[config.mk]
export PLATFORM = sky130hd
export DESIGN_NAME = event_alarm_status_groups
export DESIGN_NICKNAME = d
export VERILOG_FILES = /design/src/rtl/status_pkg.sv /design/src/rtl/sticky_flags.sv /design/src/rtl/command_queue.sv /design/src/rtl/event_alarm_status_groups.sv
export SDC_FILE = /design/constraint.sdc
export NUM_CORES = 1
export LEC_CHECK = 0
export BUFFER_PORTS_ARGS = -buffer_cell sky130_fd_sc_hd__buf_2
export CAP_MARGIN = 20
export CORE_MARGIN = 2
export CORE_UTILIZATION = 29
export CTS_CLUSTER_DIAMETER = 200
export DETAILED_ROUTE_END_ITERATION = 8
export GPL_ROUTABILITY_DRIVEN = 0
export HOLD_SLACK_MARGIN = 0.05
export SLEW_MARGIN = 25
export SYNTH_ARGS = -nofsm -noshare
export SYNTH_HDL_FRONTEND = slang
export SYNTH_HIERARCHICAL = 1
export SYNTH_SLANG_ARGS = --single-unit
[constraint.sdc]
create_clock -name mclk -period 4.9 [get_ports mclk]
set_input_delay 0.98 -clock mclk [delete_from_list [all_inputs] [get_ports mclk]]
set_output_delay 0.98 -clock mclk [all_outputs]
set_load 0.01 [all_outputs]
[src/rtl/status_pkg.sv]
// status_pkg: shared constants and carriers for the event/alarm status groups.
// assumes commands arrive already parsed, one per cycle, on the mclk domain.
//
// How it works
// - enable mask picks standard events for summary
// - clear-status or event read empties standard events
// - mask zeroed by write 0 or power-on clear
// - completion command sets event bit 0
// - error classes set standard bits 2 to 5
// - bit 7 marks power cycled since read
// - alarm condition follows each level sample
// - active alarms latch into alarm events
// - alarm enable mask picks alarm summary bits
// - clear-status or event read empties alarm events
// - alarm mask zeroed by write 0 or power-on clear
// - alarm bits: upper, setpoints, lower, rate
// - bit 5 reference sensors agree, bit 6 dielectric
// - four-deep queue, overflow drops and logs error
// - completion command executes in queue order
// - completion raises service request when both masks pass
// - completion query replies one, sets nothing
// - persistent remote units, percent command selects percent
// - units query returns code, zero means percent
// - status bit 2 while enabled alarm events set
// - status bit 5 while enabled standard events set
// - latched events are not counted again
package status_pkg;

  // ----------------------------------------------------------------
  // register fields
  // ----------------------------------------------------------------
  localparam int        STD_OPC        = 0;      // operation complete
  localparam int        STD_QUERY_ERR  = 2;      // query error
  localparam int        STD_DEVICE_ERR = 3;      // device error
  localparam int        STD_EXEC_ERR   = 4;      // execution error
  localparam int        STD_CMD_ERR    = 5;      // command error
  localparam int        STD_POWER_ON   = 7;      // power cycled
  localparam logic [7:0] STD_USED_MASK = 8'hbd;  // bits 1 and 6 unused
  localparam int        ALM_UPPER      = 0;      // upper_level_flag
  localparam int        ALM_SETPOINT_A = 1;      // first setpoint
  localparam int        ALM_SETPOINT_B = 2;      // second setpoint
  localparam int        ALM_LOWER      = 3;      // lower_level_flag
  localparam int        ALM_RATE       = 4;      // rate alarm
  localparam int        ALM_REF_SAME   = 5;      // reference sensors agree
  localparam int        ALM_DIELECTRIC = 6;      // dielectric over limit
  localparam logic [7:0] ALM_USED_MASK = 8'h7f;  // bit 7 unused
  localparam int        STB_OPC_BIT    = 5;      // status byte enable bit

  // ----------------------------------------------------------------
  // reset values, codes, sizes
  // ----------------------------------------------------------------
  localparam logic [7:0]  MASK_RESET     = 8'h00;
  localparam logic        PSC_RESET      = 1'h1;
  localparam logic [1:0]  UNITS_PERCENT  = 2'h0;
  localparam logic [1:0]  UNITS_RESET    = 2'h0;
  localparam logic [7:0]  OPC_REPLY      = 8'h01;  // character "1"
  localparam logic [15:0] ERR_OVERFLOW   = 16'hfed1; // -303
  localparam int          QUEUE_DEPTH    = 4;

  // ----------------------------------------------------------------
  // command set and carriers
  // ----------------------------------------------------------------
  typedef enum logic [3:0] {
    OP_CLS       = 4'h0,  // clear status
    OP_ESE       = 4'h1,  // write standard enable mask
    OP_ESE_Q     = 4'h2,  // read standard enable mask
    OP_ESR_Q     = 4'h3,  // read and clear standard events
    OP_ALM_ENA   = 4'h4,  // write alarm enable mask
    OP_ALM_ENA_Q = 4'h5,  // read alarm enable mask
    OP_ALM_EVT_Q = 4'h6,  // read and clear alarm events
    OP_ALM_CON_Q = 4'h7,  // read alarm condition
    OP_OPC       = 4'h8,  // operation complete command
    OP_OPC_Q     = 4'h9,  // operation complete query
    OP_PERCENT   = 4'ha,  // remote units to percent
    OP_UNITS_Q   = 4'hb,  // read remote units
    OP_PSC       = 4'hc,  // write power-on clear setting
    OP_PSC_Q     = 4'hd,  // read power-on clear setting
    OP_OTHER     = 4'hf   // handled elsewhere
  } opcode_t;

  typedef struct packed {
    opcode_t    op;      // what to do
    logic [7:0] value;   // decimal argument as binary
    logic       src;     // 0 serial, 1 parallel bus
  } cmd_t;

  typedef struct packed {
    logic [7:0] value;   // number to print
    logic       units;   // follow the number with the units word
    logic       dst;     // interface that asked
  } reply_t;

endpackage

[src/rtl/sticky_flags.sv]
// sticky_flags: a row of event latches; a set in the clearing cycle survives.
// assumes set and clr come from logic on mclk.
module sticky_flags #(
  parameter int W = 8
) (
  input  wire logic         mclk,
  input  wire logic         reset_n,
  input  wire logic [W-1:0] set,
  input  wire logic [W-1:0] clr,
  output logic      [W-1:0] flags
);

  // ----------------------------------------------------------------
  // latch
  // ----------------------------------------------------------------
  // a latched bit ignores repeats; set wins over clear
  always_ff @(posedge mclk) begin
    if (!reset_n) begin
      flags <= {W{1'b0}};
    end else begin
      flags <= (flags & ~clr) | set;
    end
  end

endmodule

[src/rtl/command_queue.sv]
// command_queue: four-slot first-in first-out store for parsed commands.
// assumes one offer per cycle; an offer while full is dropped, not stalled.
module command_queue (
  input  wire logic              mclk,
  input  wire logic              reset_n,
  input  wire logic              in_valid,
  input  status_pkg::cmd_t       in_cmd,
  output logic                   full,
  output logic                   overflow,
  output logic                   out_valid,
  output status_pkg::cmd_t       out_cmd,
  input  wire logic              out_ready
);

  status_pkg::cmd_t slots [status_pkg::QUEUE_DEPTH];  // storage
  logic [1:0]       wr_ptr;                           // next free slot
  logic [1:0]       rd_ptr;                           // oldest slot
  logic [2:0]       count;                            // slots in use
  logic             push;
  logic             pop;

  // ----------------------------------------------------------------
  // flags
  // ----------------------------------------------------------------
  // full is judged before a same-cycle pop, so the host sees a clean limit
  assign full      = (count == 3'(status_pkg::QUEUE_DEPTH));
  assign out_valid = (count != 3'h0);
  assign push      = in_valid && !full;
  assign pop       = out_valid && out_ready;
  assign overflow  = in_valid && full;
  assign out_cmd   = slots[rd_ptr];

  // store in arrival order
  always_ff @(posedge mclk) begin
    if (push) begin
      slots[wr_ptr] <= in_cmd;
    end
  end

  // pointers and fill count
  always_ff @(posedge mclk) begin
    if (!reset_n) begin
      wr_ptr <= 2'h0;
      rd_ptr <= 2'h0;
      count  <= 3'h0;
    end else begin
      wr_ptr <= wr_ptr + 2'(push);
      rd_ptr <= rd_ptr + 2'(pop);
      count  <= count + 3'(push) - 3'(pop);
    end
  end

endmodule

[src/rtl/event_alarm_status_groups.sv]
// event_alarm_status_groups: standard event and alarm register groups with
// their enable masks, the command queue, completion signalling and the
// remote units setting.
// assumes a parser on mclk hands over decoded commands; reset_n low is a
// power cycle; non-volatile state is held by the surrounding supply domain.
module event_alarm_status_groups (
  input  wire logic               mclk,
  input  wire logic               reset_n,
  input  wire logic               nvram_blank,
  input  wire logic               cmd_valid,
  input  status_pkg::cmd_t        cmd,
  input  wire logic               exec_ready,
  input  wire logic               err_query,
  input  wire logic               err_device,
  input  wire logic               err_exec,
  input  wire logic               err_cmd,
  input  wire logic               sample_valid,
  input  wire logic [6:0]         alarm_now,
  input  wire logic [7:0]         sre_mask,
  output logic                    queue_full,
  output logic                    overflow_err,
  output logic [15:0]             overflow_code,
  output logic                    exec_valid,
  output status_pkg::cmd_t        exec_cmd,
  output logic                    reply_valid,
  output status_pkg::reply_t      reply,
  output logic                    std_summary,
  output logic                    alarm_summary,
  output logic                    srq_opc,
  output logic [1:0]              remote_units
);

  // ----------------------------------------------------------------
  // declarations
  // ----------------------------------------------------------------
  logic             q_valid;      // queue head present
  logic             q_overflow;   // offer dropped this cycle
  logic             just_reset;   // first cycle after power-up
  logic             take;         // head executes this cycle
  logic [7:0]       std_flags;    // standard_event_flags
  logic [7:0]       std_set;      // standard event sources
  logic [7:0]       std_clr;      // standard event clear
  logic [7:0]       ese;          // standard event enable mask
  logic [7:0]       alarm_cond;   // alarm_live_state
  logic [7:0]       alm_flags;    // alarm_latched_flags
  logic [7:0]       alm_set;      // alarm event sources
  logic [7:0]       alm_clr;      // alarm event clear
  logic [7:0]       alm_ena;      // alarm event enable mask
  logic             psc;          // power-on clear setting
  logic             opc_done;     // completion command retires
  logic             clear_all;    // clear-status retires

  // ----------------------------------------------------------------
  // decode helper
  // ----------------------------------------------------------------
  // true when the head command of the given kind retires this cycle
  function automatic logic runs(input logic go, input status_pkg::cmd_t c,
                                input status_pkg::opcode_t o);
    runs = go && (c.op == o);
  endfunction

  // ----------------------------------------------------------------
  // command queue
  // ----------------------------------------------------------------
  // no stall toward the host: a fifth pending command is simply lost
  command_queue u_queue (
    .mclk      (mclk),
    .reset_n   (reset_n),
    .in_valid  (cmd_valid),
    .in_cmd    (cmd),
    .full      (queue_full),
    .overflow  (q_overflow),
    .out_valid (q_valid),
    .out_cmd   (exec_cmd),
    .out_ready (exec_ready)
  );

  // the rest of the instrument paces execution with exec_ready
  assign exec_valid    = q_valid;
  assign take          = q_valid && exec_ready;
  assign opc_done      = runs(take, exec_cmd, status_pkg::OP_OPC);
  assign clear_all     = runs(take, exec_cmd, status_pkg::OP_CLS);
  assign overflow_code = status_pkg::ERR_OVERFLOW;

  // overflow report for the error buffer
  always_ff @(posedge mclk) begin
    if (!reset_n) begin
      overflow_err <= 1'b0;
    end else begin
      overflow_err <= q_overflow;
    end
  end

  // ----------------------------------------------------------------
  // power-up marker
  // ----------------------------------------------------------------
  // high for exactly one cycle after reset release
  always_ff @(posedge mclk) begin
    if (!reset_n) begin
      just_reset <= 1'b1;
    end else begin
      just_reset <= 1'b0;
    end
  end

  // ----------------------------------------------------------------
  // standard event group
  // ----------------------------------------------------------------
  // sources; unused positions never get a set
  always_comb begin
    std_set = 8'h00;
    std_set[status_pkg::STD_OPC]        = opc_done;
    std_set[status_pkg::STD_QUERY_ERR]  = err_query;
    std_set[status_pkg::STD_DEVICE_ERR] = err_device;
    std_set[status_pkg::STD_EXEC_ERR]   = err_exec || q_overflow;
    std_set[status_pkg::STD_CMD_ERR]    = err_cmd;
    std_set[status_pkg::STD_POWER_ON]   = just_reset;
  end

  // reading the register also empties it
  assign std_clr = {8{clear_all || runs(take, exec_cmd, status_pkg::OP_ESR_Q)}};

  sticky_flags #(.W(8)) u_std (
    .mclk    (mclk),
    .reset_n (reset_n),
    .set     (std_set),
    .clr     (std_clr),
    .flags   (std_flags)
  );

  // ----------------------------------------------------------------
  // alarm group
  // ----------------------------------------------------------------
  // condition follows each new level sample, bit 7 held low
  always_ff @(posedge mclk) begin
    if (!reset_n) begin
      alarm_cond <= 8'h00;
    end else if (sample_valid) begin
      alarm_cond <= {1'b0, alarm_now};
    end
  end

  // any active alarm in the sample latches; no wait for the condition copy
  assign alm_set = sample_valid ? {1'b0, alarm_now} : 8'h00;
  assign alm_clr = {8{clear_all || runs(take, exec_cmd, status_pkg::OP_ALM_EVT_Q)}};

  sticky_flags #(.W(8)) u_alarm (
    .mclk    (mclk),
    .reset_n (reset_n),
    .set     (alm_set),
    .clr     (alm_clr),
    .flags   (alm_flags)
  );

  // ----------------------------------------------------------------
  // enable masks
  // ----------------------------------------------------------------
  // kept across power cycles unless power-on clear is set or the store is blank; clear status
  // leaves them alone
  always_ff @(posedge mclk) begin
    if (!reset_n) begin
      if (nvram_blank || psc) begin
        ese     <= status_pkg::MASK_RESET;
        alm_ena <= status_pkg::MASK_RESET;
      end
    end else begin
      if (runs(take, exec_cmd, status_pkg::OP_ESE)) begin
        ese <= exec_cmd.value;
      end
      if (runs(take, exec_cmd, status_pkg::OP_ALM_ENA)) begin
        alm_ena <= exec_cmd.value;
      end
    end
  end

  // ----------------------------------------------------------------
  // persistent settings
  // ----------------------------------------------------------------
  // only a blank non-volatile store resets these
  always_ff @(posedge mclk) begin
    if (!reset_n) begin
      if (nvram_blank) begin
        psc          <= status_pkg::PSC_RESET;
        remote_units <= status_pkg::UNITS_RESET;
      end
    end else begin
      if (runs(take, exec_cmd, status_pkg::OP_PSC)) begin
        psc <= (exec_cmd.value != 8'h00);
      end
      if (runs(take, exec_cmd, status_pkg::OP_PERCENT)) begin
        remote_units <= status_pkg::UNITS_PERCENT;
      end
    end
  end

  // ----------------------------------------------------------------
  // status byte feeds and completion request
  // ----------------------------------------------------------------
  // registered one cycle behind the flags they summarise
  always_ff @(posedge mclk) begin
    if (!reset_n) begin
      std_summary   <= 1'b0;
      alarm_summary <= 1'b0;
      srq_opc       <= 1'b0;
    end else begin
      std_summary   <= |(std_flags & ese);
      alarm_summary <= |(alm_flags & alm_ena);
      srq_opc       <= opc_done && ese[status_pkg::STD_OPC]
                       && sre_mask[status_pkg::STB_OPC_BIT];
    end
  end

  // ----------------------------------------------------------------
  // query replies
  // ----------------------------------------------------------------
  // one reply per query, addressed back to the asking interface
  always_ff @(posedge mclk) begin
    if (!reset_n) begin
      reply_valid <= 1'b0;
      reply       <= '{value: 8'h00, units: 1'b0, dst: 1'b0};
    end else begin
      reply_valid <= 1'b0;
      reply.units <= 1'b0;
      reply.dst   <= exec_cmd.src;
      if (take) begin
        case (exec_cmd.op)
          status_pkg::OP_ESE_Q: begin
            reply_valid <= 1'b1;
            reply.value <= ese;
          end
          status_pkg::OP_ESR_Q: begin
            reply_valid <= 1'b1;
            reply.value <= std_flags & status_pkg::STD_USED_MASK;
          end
          status_pkg::OP_ALM_ENA_Q: begin
            reply_valid <= 1'b1;
            reply.value <= alm_ena;
          end
          status_pkg::OP_ALM_EVT_Q: begin
            reply_valid <= 1'b1;
            reply.value <= alm_flags & status_pkg::ALM_USED_MASK;
          end
          status_pkg::OP_ALM_CON_Q: begin
            reply_valid <= 1'b1;
            reply.value <= alarm_cond & status_pkg::ALM_USED_MASK;
          end
          status_pkg::OP_OPC_Q: begin
            reply_valid <= 1'b1;
            reply.value <= status_pkg::OPC_REPLY;
          end
          status_pkg::OP_UNITS_Q: begin
            reply_valid <= 1'b1;
            reply.value <= {6'h00, remote_units};
            reply.units <= 1'b1;
          end
          status_pkg::OP_PSC_Q: begin
            reply_valid <= 1'b1;
            reply.value <= {7'h00, psc};
          end
          default: begin
            reply_valid <= 1'b0;  // commands give no reply
          end
        endcase
      end
    end
  end

  // ----------------------------------------------------------------
  // checks
  // ----------------------------------------------------------------
  property p_esr_clears;
    @(posedge mclk) disable iff (!reset_n)
    runs(take, exec_cmd, status_pkg::OP_ESR_Q) |=> (std_flags == $past(std_set));
  endproperty
  a_esr_clears: assert property (p_esr_clears) else $error("event read did not clear");

  property p_ese_zero;
    @(posedge mclk) disable iff (!reset_n)
    (runs(take, exec_cmd, status_pkg::OP_ESE) && exec_cmd.value == 8'h00) |=> (ese == 8'h00);
  endproperty
  a_ese_zero: assert property (p_ese_zero) else $error("enable mask not zeroed");

  property p_opc_sets;
    @(posedge mclk) disable iff (!reset_n)
    opc_done |=> std_flags[status_pkg::STD_OPC]
      && (srq_opc == ($past(ese[0]) && $past(sre_mask[5])));
  endproperty
  a_opc_sets: assert property (p_opc_sets) else $error("completion bit or request wrong");

  property p_cmd_err;
    @(posedge mclk) disable iff (!reset_n)
    err_cmd |=> std_flags[status_pkg::STD_CMD_ERR];
  endproperty
  a_cmd_err: assert property (p_cmd_err) else $error("command error not latched");

  property p_power_on;
    @(posedge mclk) disable iff (!reset_n)
    just_reset |=> std_flags[status_pkg::STD_POWER_ON] ##1 !just_reset;
  endproperty
  a_power_on: assert property (p_power_on) else $error("power-on bit missing");

  property p_cond_tracks;
    @(posedge mclk) disable iff (!reset_n)
    sample_valid |=> (alarm_cond == {1'b0, $past(alarm_now)});
  endproperty
  a_cond_tracks: assert property (p_cond_tracks) else $error("condition missed sample");

  property p_latch_holds;
    @(posedge mclk) disable iff (!reset_n)
    (alm_clr == 8'h00) |=> ((alm_flags & $past(alm_flags)) == $past(alm_flags));
  endproperty
  a_latch_holds: assert property (p_latch_holds) else $error("alarm event dropped");

  property p_overflow;
    @(posedge mclk) disable iff (!reset_n)
    (cmd_valid && queue_full) |=> overflow_err && std_flags[status_pkg::STD_EXEC_ERR];
  endproperty
  a_overflow: assert property (p_overflow) else $error("overflow not reported");

  property p_opc_query;
    @(posedge mclk) disable iff (!reset_n)
    runs(take, exec_cmd, status_pkg::OP_OPC_Q)
      |=> reply_valid && reply.value == 8'h01 && !$rose(std_flags[0]);
  endproperty
  a_opc_query: assert property (p_opc_query) else $error("completion query reply wrong");

  property p_alarm_summary;
    @(posedge mclk) disable iff (!reset_n)
    ##1 (alarm_summary == $past(|(alm_flags & alm_ena)));
  endproperty
  a_alarm_summary: assert property (p_alarm_summary) else $error("alarm summary wrong");

  property p_std_summary;
    @(posedge mclk) disable iff (!reset_n)
    ##1 (std_summary == $past(|(std_flags & ese)));
  endproperty
  a_std_summary: assert property (p_std_summary) else $error("event summary wrong");

  property p_unused_zero;
    @(posedge mclk) disable iff (!reset_n)
    !std_flags[1] && !std_flags[6] && !alm_flags[7] && !alarm_cond[7];
  endproperty
  a_unused_zero: assert property (p_unused_zero) else $error("unused bit set");

endmodule

==> impl_metrics.tcl <==
set metrics [dict create \
    status "finished, final reports clean" \
    insertedDiodeCount 0 \
    fin_tns_setup_ps 0 \
    wl_per_cell_um 16.1 \
    insertion_delay_ps 400 \
    ys_top_cells_by_count "edfxtp_1 (69), dfxtp_1 (46), and2_1 (25)" \
    ioPinCount 86 \
    grt_usage_pct 12.6 \
    cp_max_fo 26 \
    rows 48 \
    finalHoldViolations 0 \
    h-tree-depth 4 \
    path_class "flip-flop to flip-flop" \
    finalSetupViolCount 0 \
    placedCellCount 639 \
    worst_ep_arrival_time_ps 3690 \
    drt-initial-drc-count 179 \
    synthFlopType "edfxtp_1" \
    root_buffer "clkbuf_16" \
    comb_power_share_pct 26.5 \
    hpwl_mm 7.55 \
    cp-end-kind "flip-flop" \
    clockPowerShare_pct 36.0 \
    clock_sinks 115 \
    drt-total-wl_mm 10.8 \
    async_flop_share_pct 0 \
    peakVddDrop_mv 0.326 \
    area_delta_synth_final_pct 21.5 \
    final_cell_count_no_fill 671 \
    avgSynthCellArea_sq_um 13.8 \
    grt_pass1_wl_mm 17.2 \
    fmax_ghz 0.294 \
    synth_warnings 6 \
    pwr-share-seq_pct 37.5 \
    antenna_found_initial 1 \
    cts_buffers 17 \
    drv_slew 0 \
    die_x_um 136 \
    total_power_mw 3.40 \
    post-route-period-util_pct 69.4 \
    synth_edf_count 69 \
    die_height_um 136 \
    drc 0 \
    netlist_area_sq_mm 0.00502 \
    max_cap_violations 0 \
    vias_per_cell 4.61 \
    p_switching_mw 1.04 \
    cts_setup_buffers 0 \
    drive_above_1_share_pct 31.2 \
    slew_headroom_pct 48.8 \
    finClkSkew_ps 7.79 \
    synth_area_leaders "edfxtp_1 (41%), dfxtp_1 (18%), mux4_2 (5.8%)" \
    period_needed_ps 3400 \
    synth.most_common_cell "edfxtp_1" \
    ys_seq_area_share_pct 59.7 \
    grt_pass1_vias 3152 \
    grt_max_degree 46 \
    die_area_sq_mm 0.0184 \
    portBuffers 60 \
    internal-power_mw 2.36 \
    synth_area_leader_cell "edfxtp_1" \
    hold_class "flip-flop to flip-flop" \
    critPathLaunchType "flip-flop" \
    rsz0062_at_grt "no" \
    cts_tree "yes" \
    coreArea_sq_mm 0.0171 \
    tightest_slew_ps 768 \
    clockBufferDepth 2 \
    nets 474 \
    start_util_pct 29.3 \
    path_clk_slew_ps 50 \
    required_ps 5190 \
    ant_nets 0 \
    synth_cell_types 61 \
    dr_total_vias 3096 \
    cts_resized 0 \
    hold_buffers 0 \
    sw_frac_of_total_pct 30.6 \
    dr.pass1.iters 5 \
    total_leakage_power_nw 2.26 \
    synth-seq-cells 115 \
    grt-ovfl-total 0 \
    synth_top_area_share_pct 41.3 \
    p_per_area_mw_per_mm2 558 \
    syn_inst 363 \
]
==> metal layers <==
metal / part of all wire [%] / GRT usage (%)
met4: 1.7 / 4.46
met2: 49 / 20.9
met5: 0.065 / 0
met1: 42 / 15.0
met3: 6.8 / 4.75
==> critical path, stage by stage, from the launching register on <==
cell and delay, ps:
dfxtp_1 680, buf_4 310, mux4_2 770, a21bo_1 310, a221oi_4 670, o221ai_1 320, o2111a_1 220
==> power by group through the flow <==
stage               sequential (mW)  combinational, mW  clock (mW)
global route                   1.29              0.994        1.29
global placement               1.29              0.889           0
finish                         1.27              0.901        1.22
floorplan                      1.26              0.687           0
detailed placement             1.29              0.907           0
CTS                            1.28              0.911        1.24
==> area by class of cell <==
type	count	area, sq um
Clock inverter	13	158
Multi-Input combinational cell	226	1850
Timing Repair Buffer	68	360
Fill cell	1655	11000
Tap cell	225	282
Clock buffer	19	433
Inverter	5	21.3
Sequential cell	115	2990
==> sequential cells by signal (all words and copies together) (netlist names) <==
register        count
ese                 8
u_queue/rd_ptr      2
srq_opc             1
psc                 1
overflow_err        1
u_std/flags         8
u_queue/slots      52
alm_ena             8
alarm_summary       1
just_reset          1
u_alarm/flags       8
u_queue/count       3
u_queue/wr_ptr      2
reply              10
alarm_cond          7
reply_valid         1
std_summary         1
==> path summary, 6_finish.rpt <==
kind	start	endpoint	slack, ps	depth (start not counted)
setup / recovery	u_queue/rd_ptr[0]	reply[5]	1500	6
hold / removal	just_reset	u_std/flags[7]	440	1
setup reg to reg	u_queue/rd_ptr[0]	reply[5]	1500	6
hold reg to reg	just_reset	u_std/flags[7]	440	1
==> stage by stage <==
stage / instance area (sq um) / worst slack, ps / hold WS (ps) / utilization [%]
finish: 6090 / 1500 / 437 / 35.6
global route: 6090 / 1280 / 477 / 35.6
CTS: 6090 / 1430 / 440 / 35.6
detailed placement: 5500 / 1460 / 428 / 32.1
global placement: 5500 / 1540 / 424 / 32.1
floorplan: 5090 / 1320 / 418 / -
==> cell usage in the layout, fill, tap and decap left out, drive strengths merged, types with 12 or more instances in the layout <==
cell    netlist  final
a22oi        13     13
and2         26     26
buf          30     68
clkbuf        6     19
conb          2     21
dfxtp        46     46
edfxtp       69     69
mux4         13     13
nor2         12     12
nor2b        20     20
o21a         18     18
==> logic make-up after synthesis <==
logic type / count (synthesis) / synth area share (%)
fa+ha+maj: 3 / 0.898
other cells: 2 / 0.150
mux: 19 / 7.13
xor+xnor: 6 / 1.05
buf+inv: 41 / 5.36
flops: 115 / 59.7
simple gates: 99 / 14.1
compound gates: 78 / 11.6
Power figures use the tool's default switching activity.
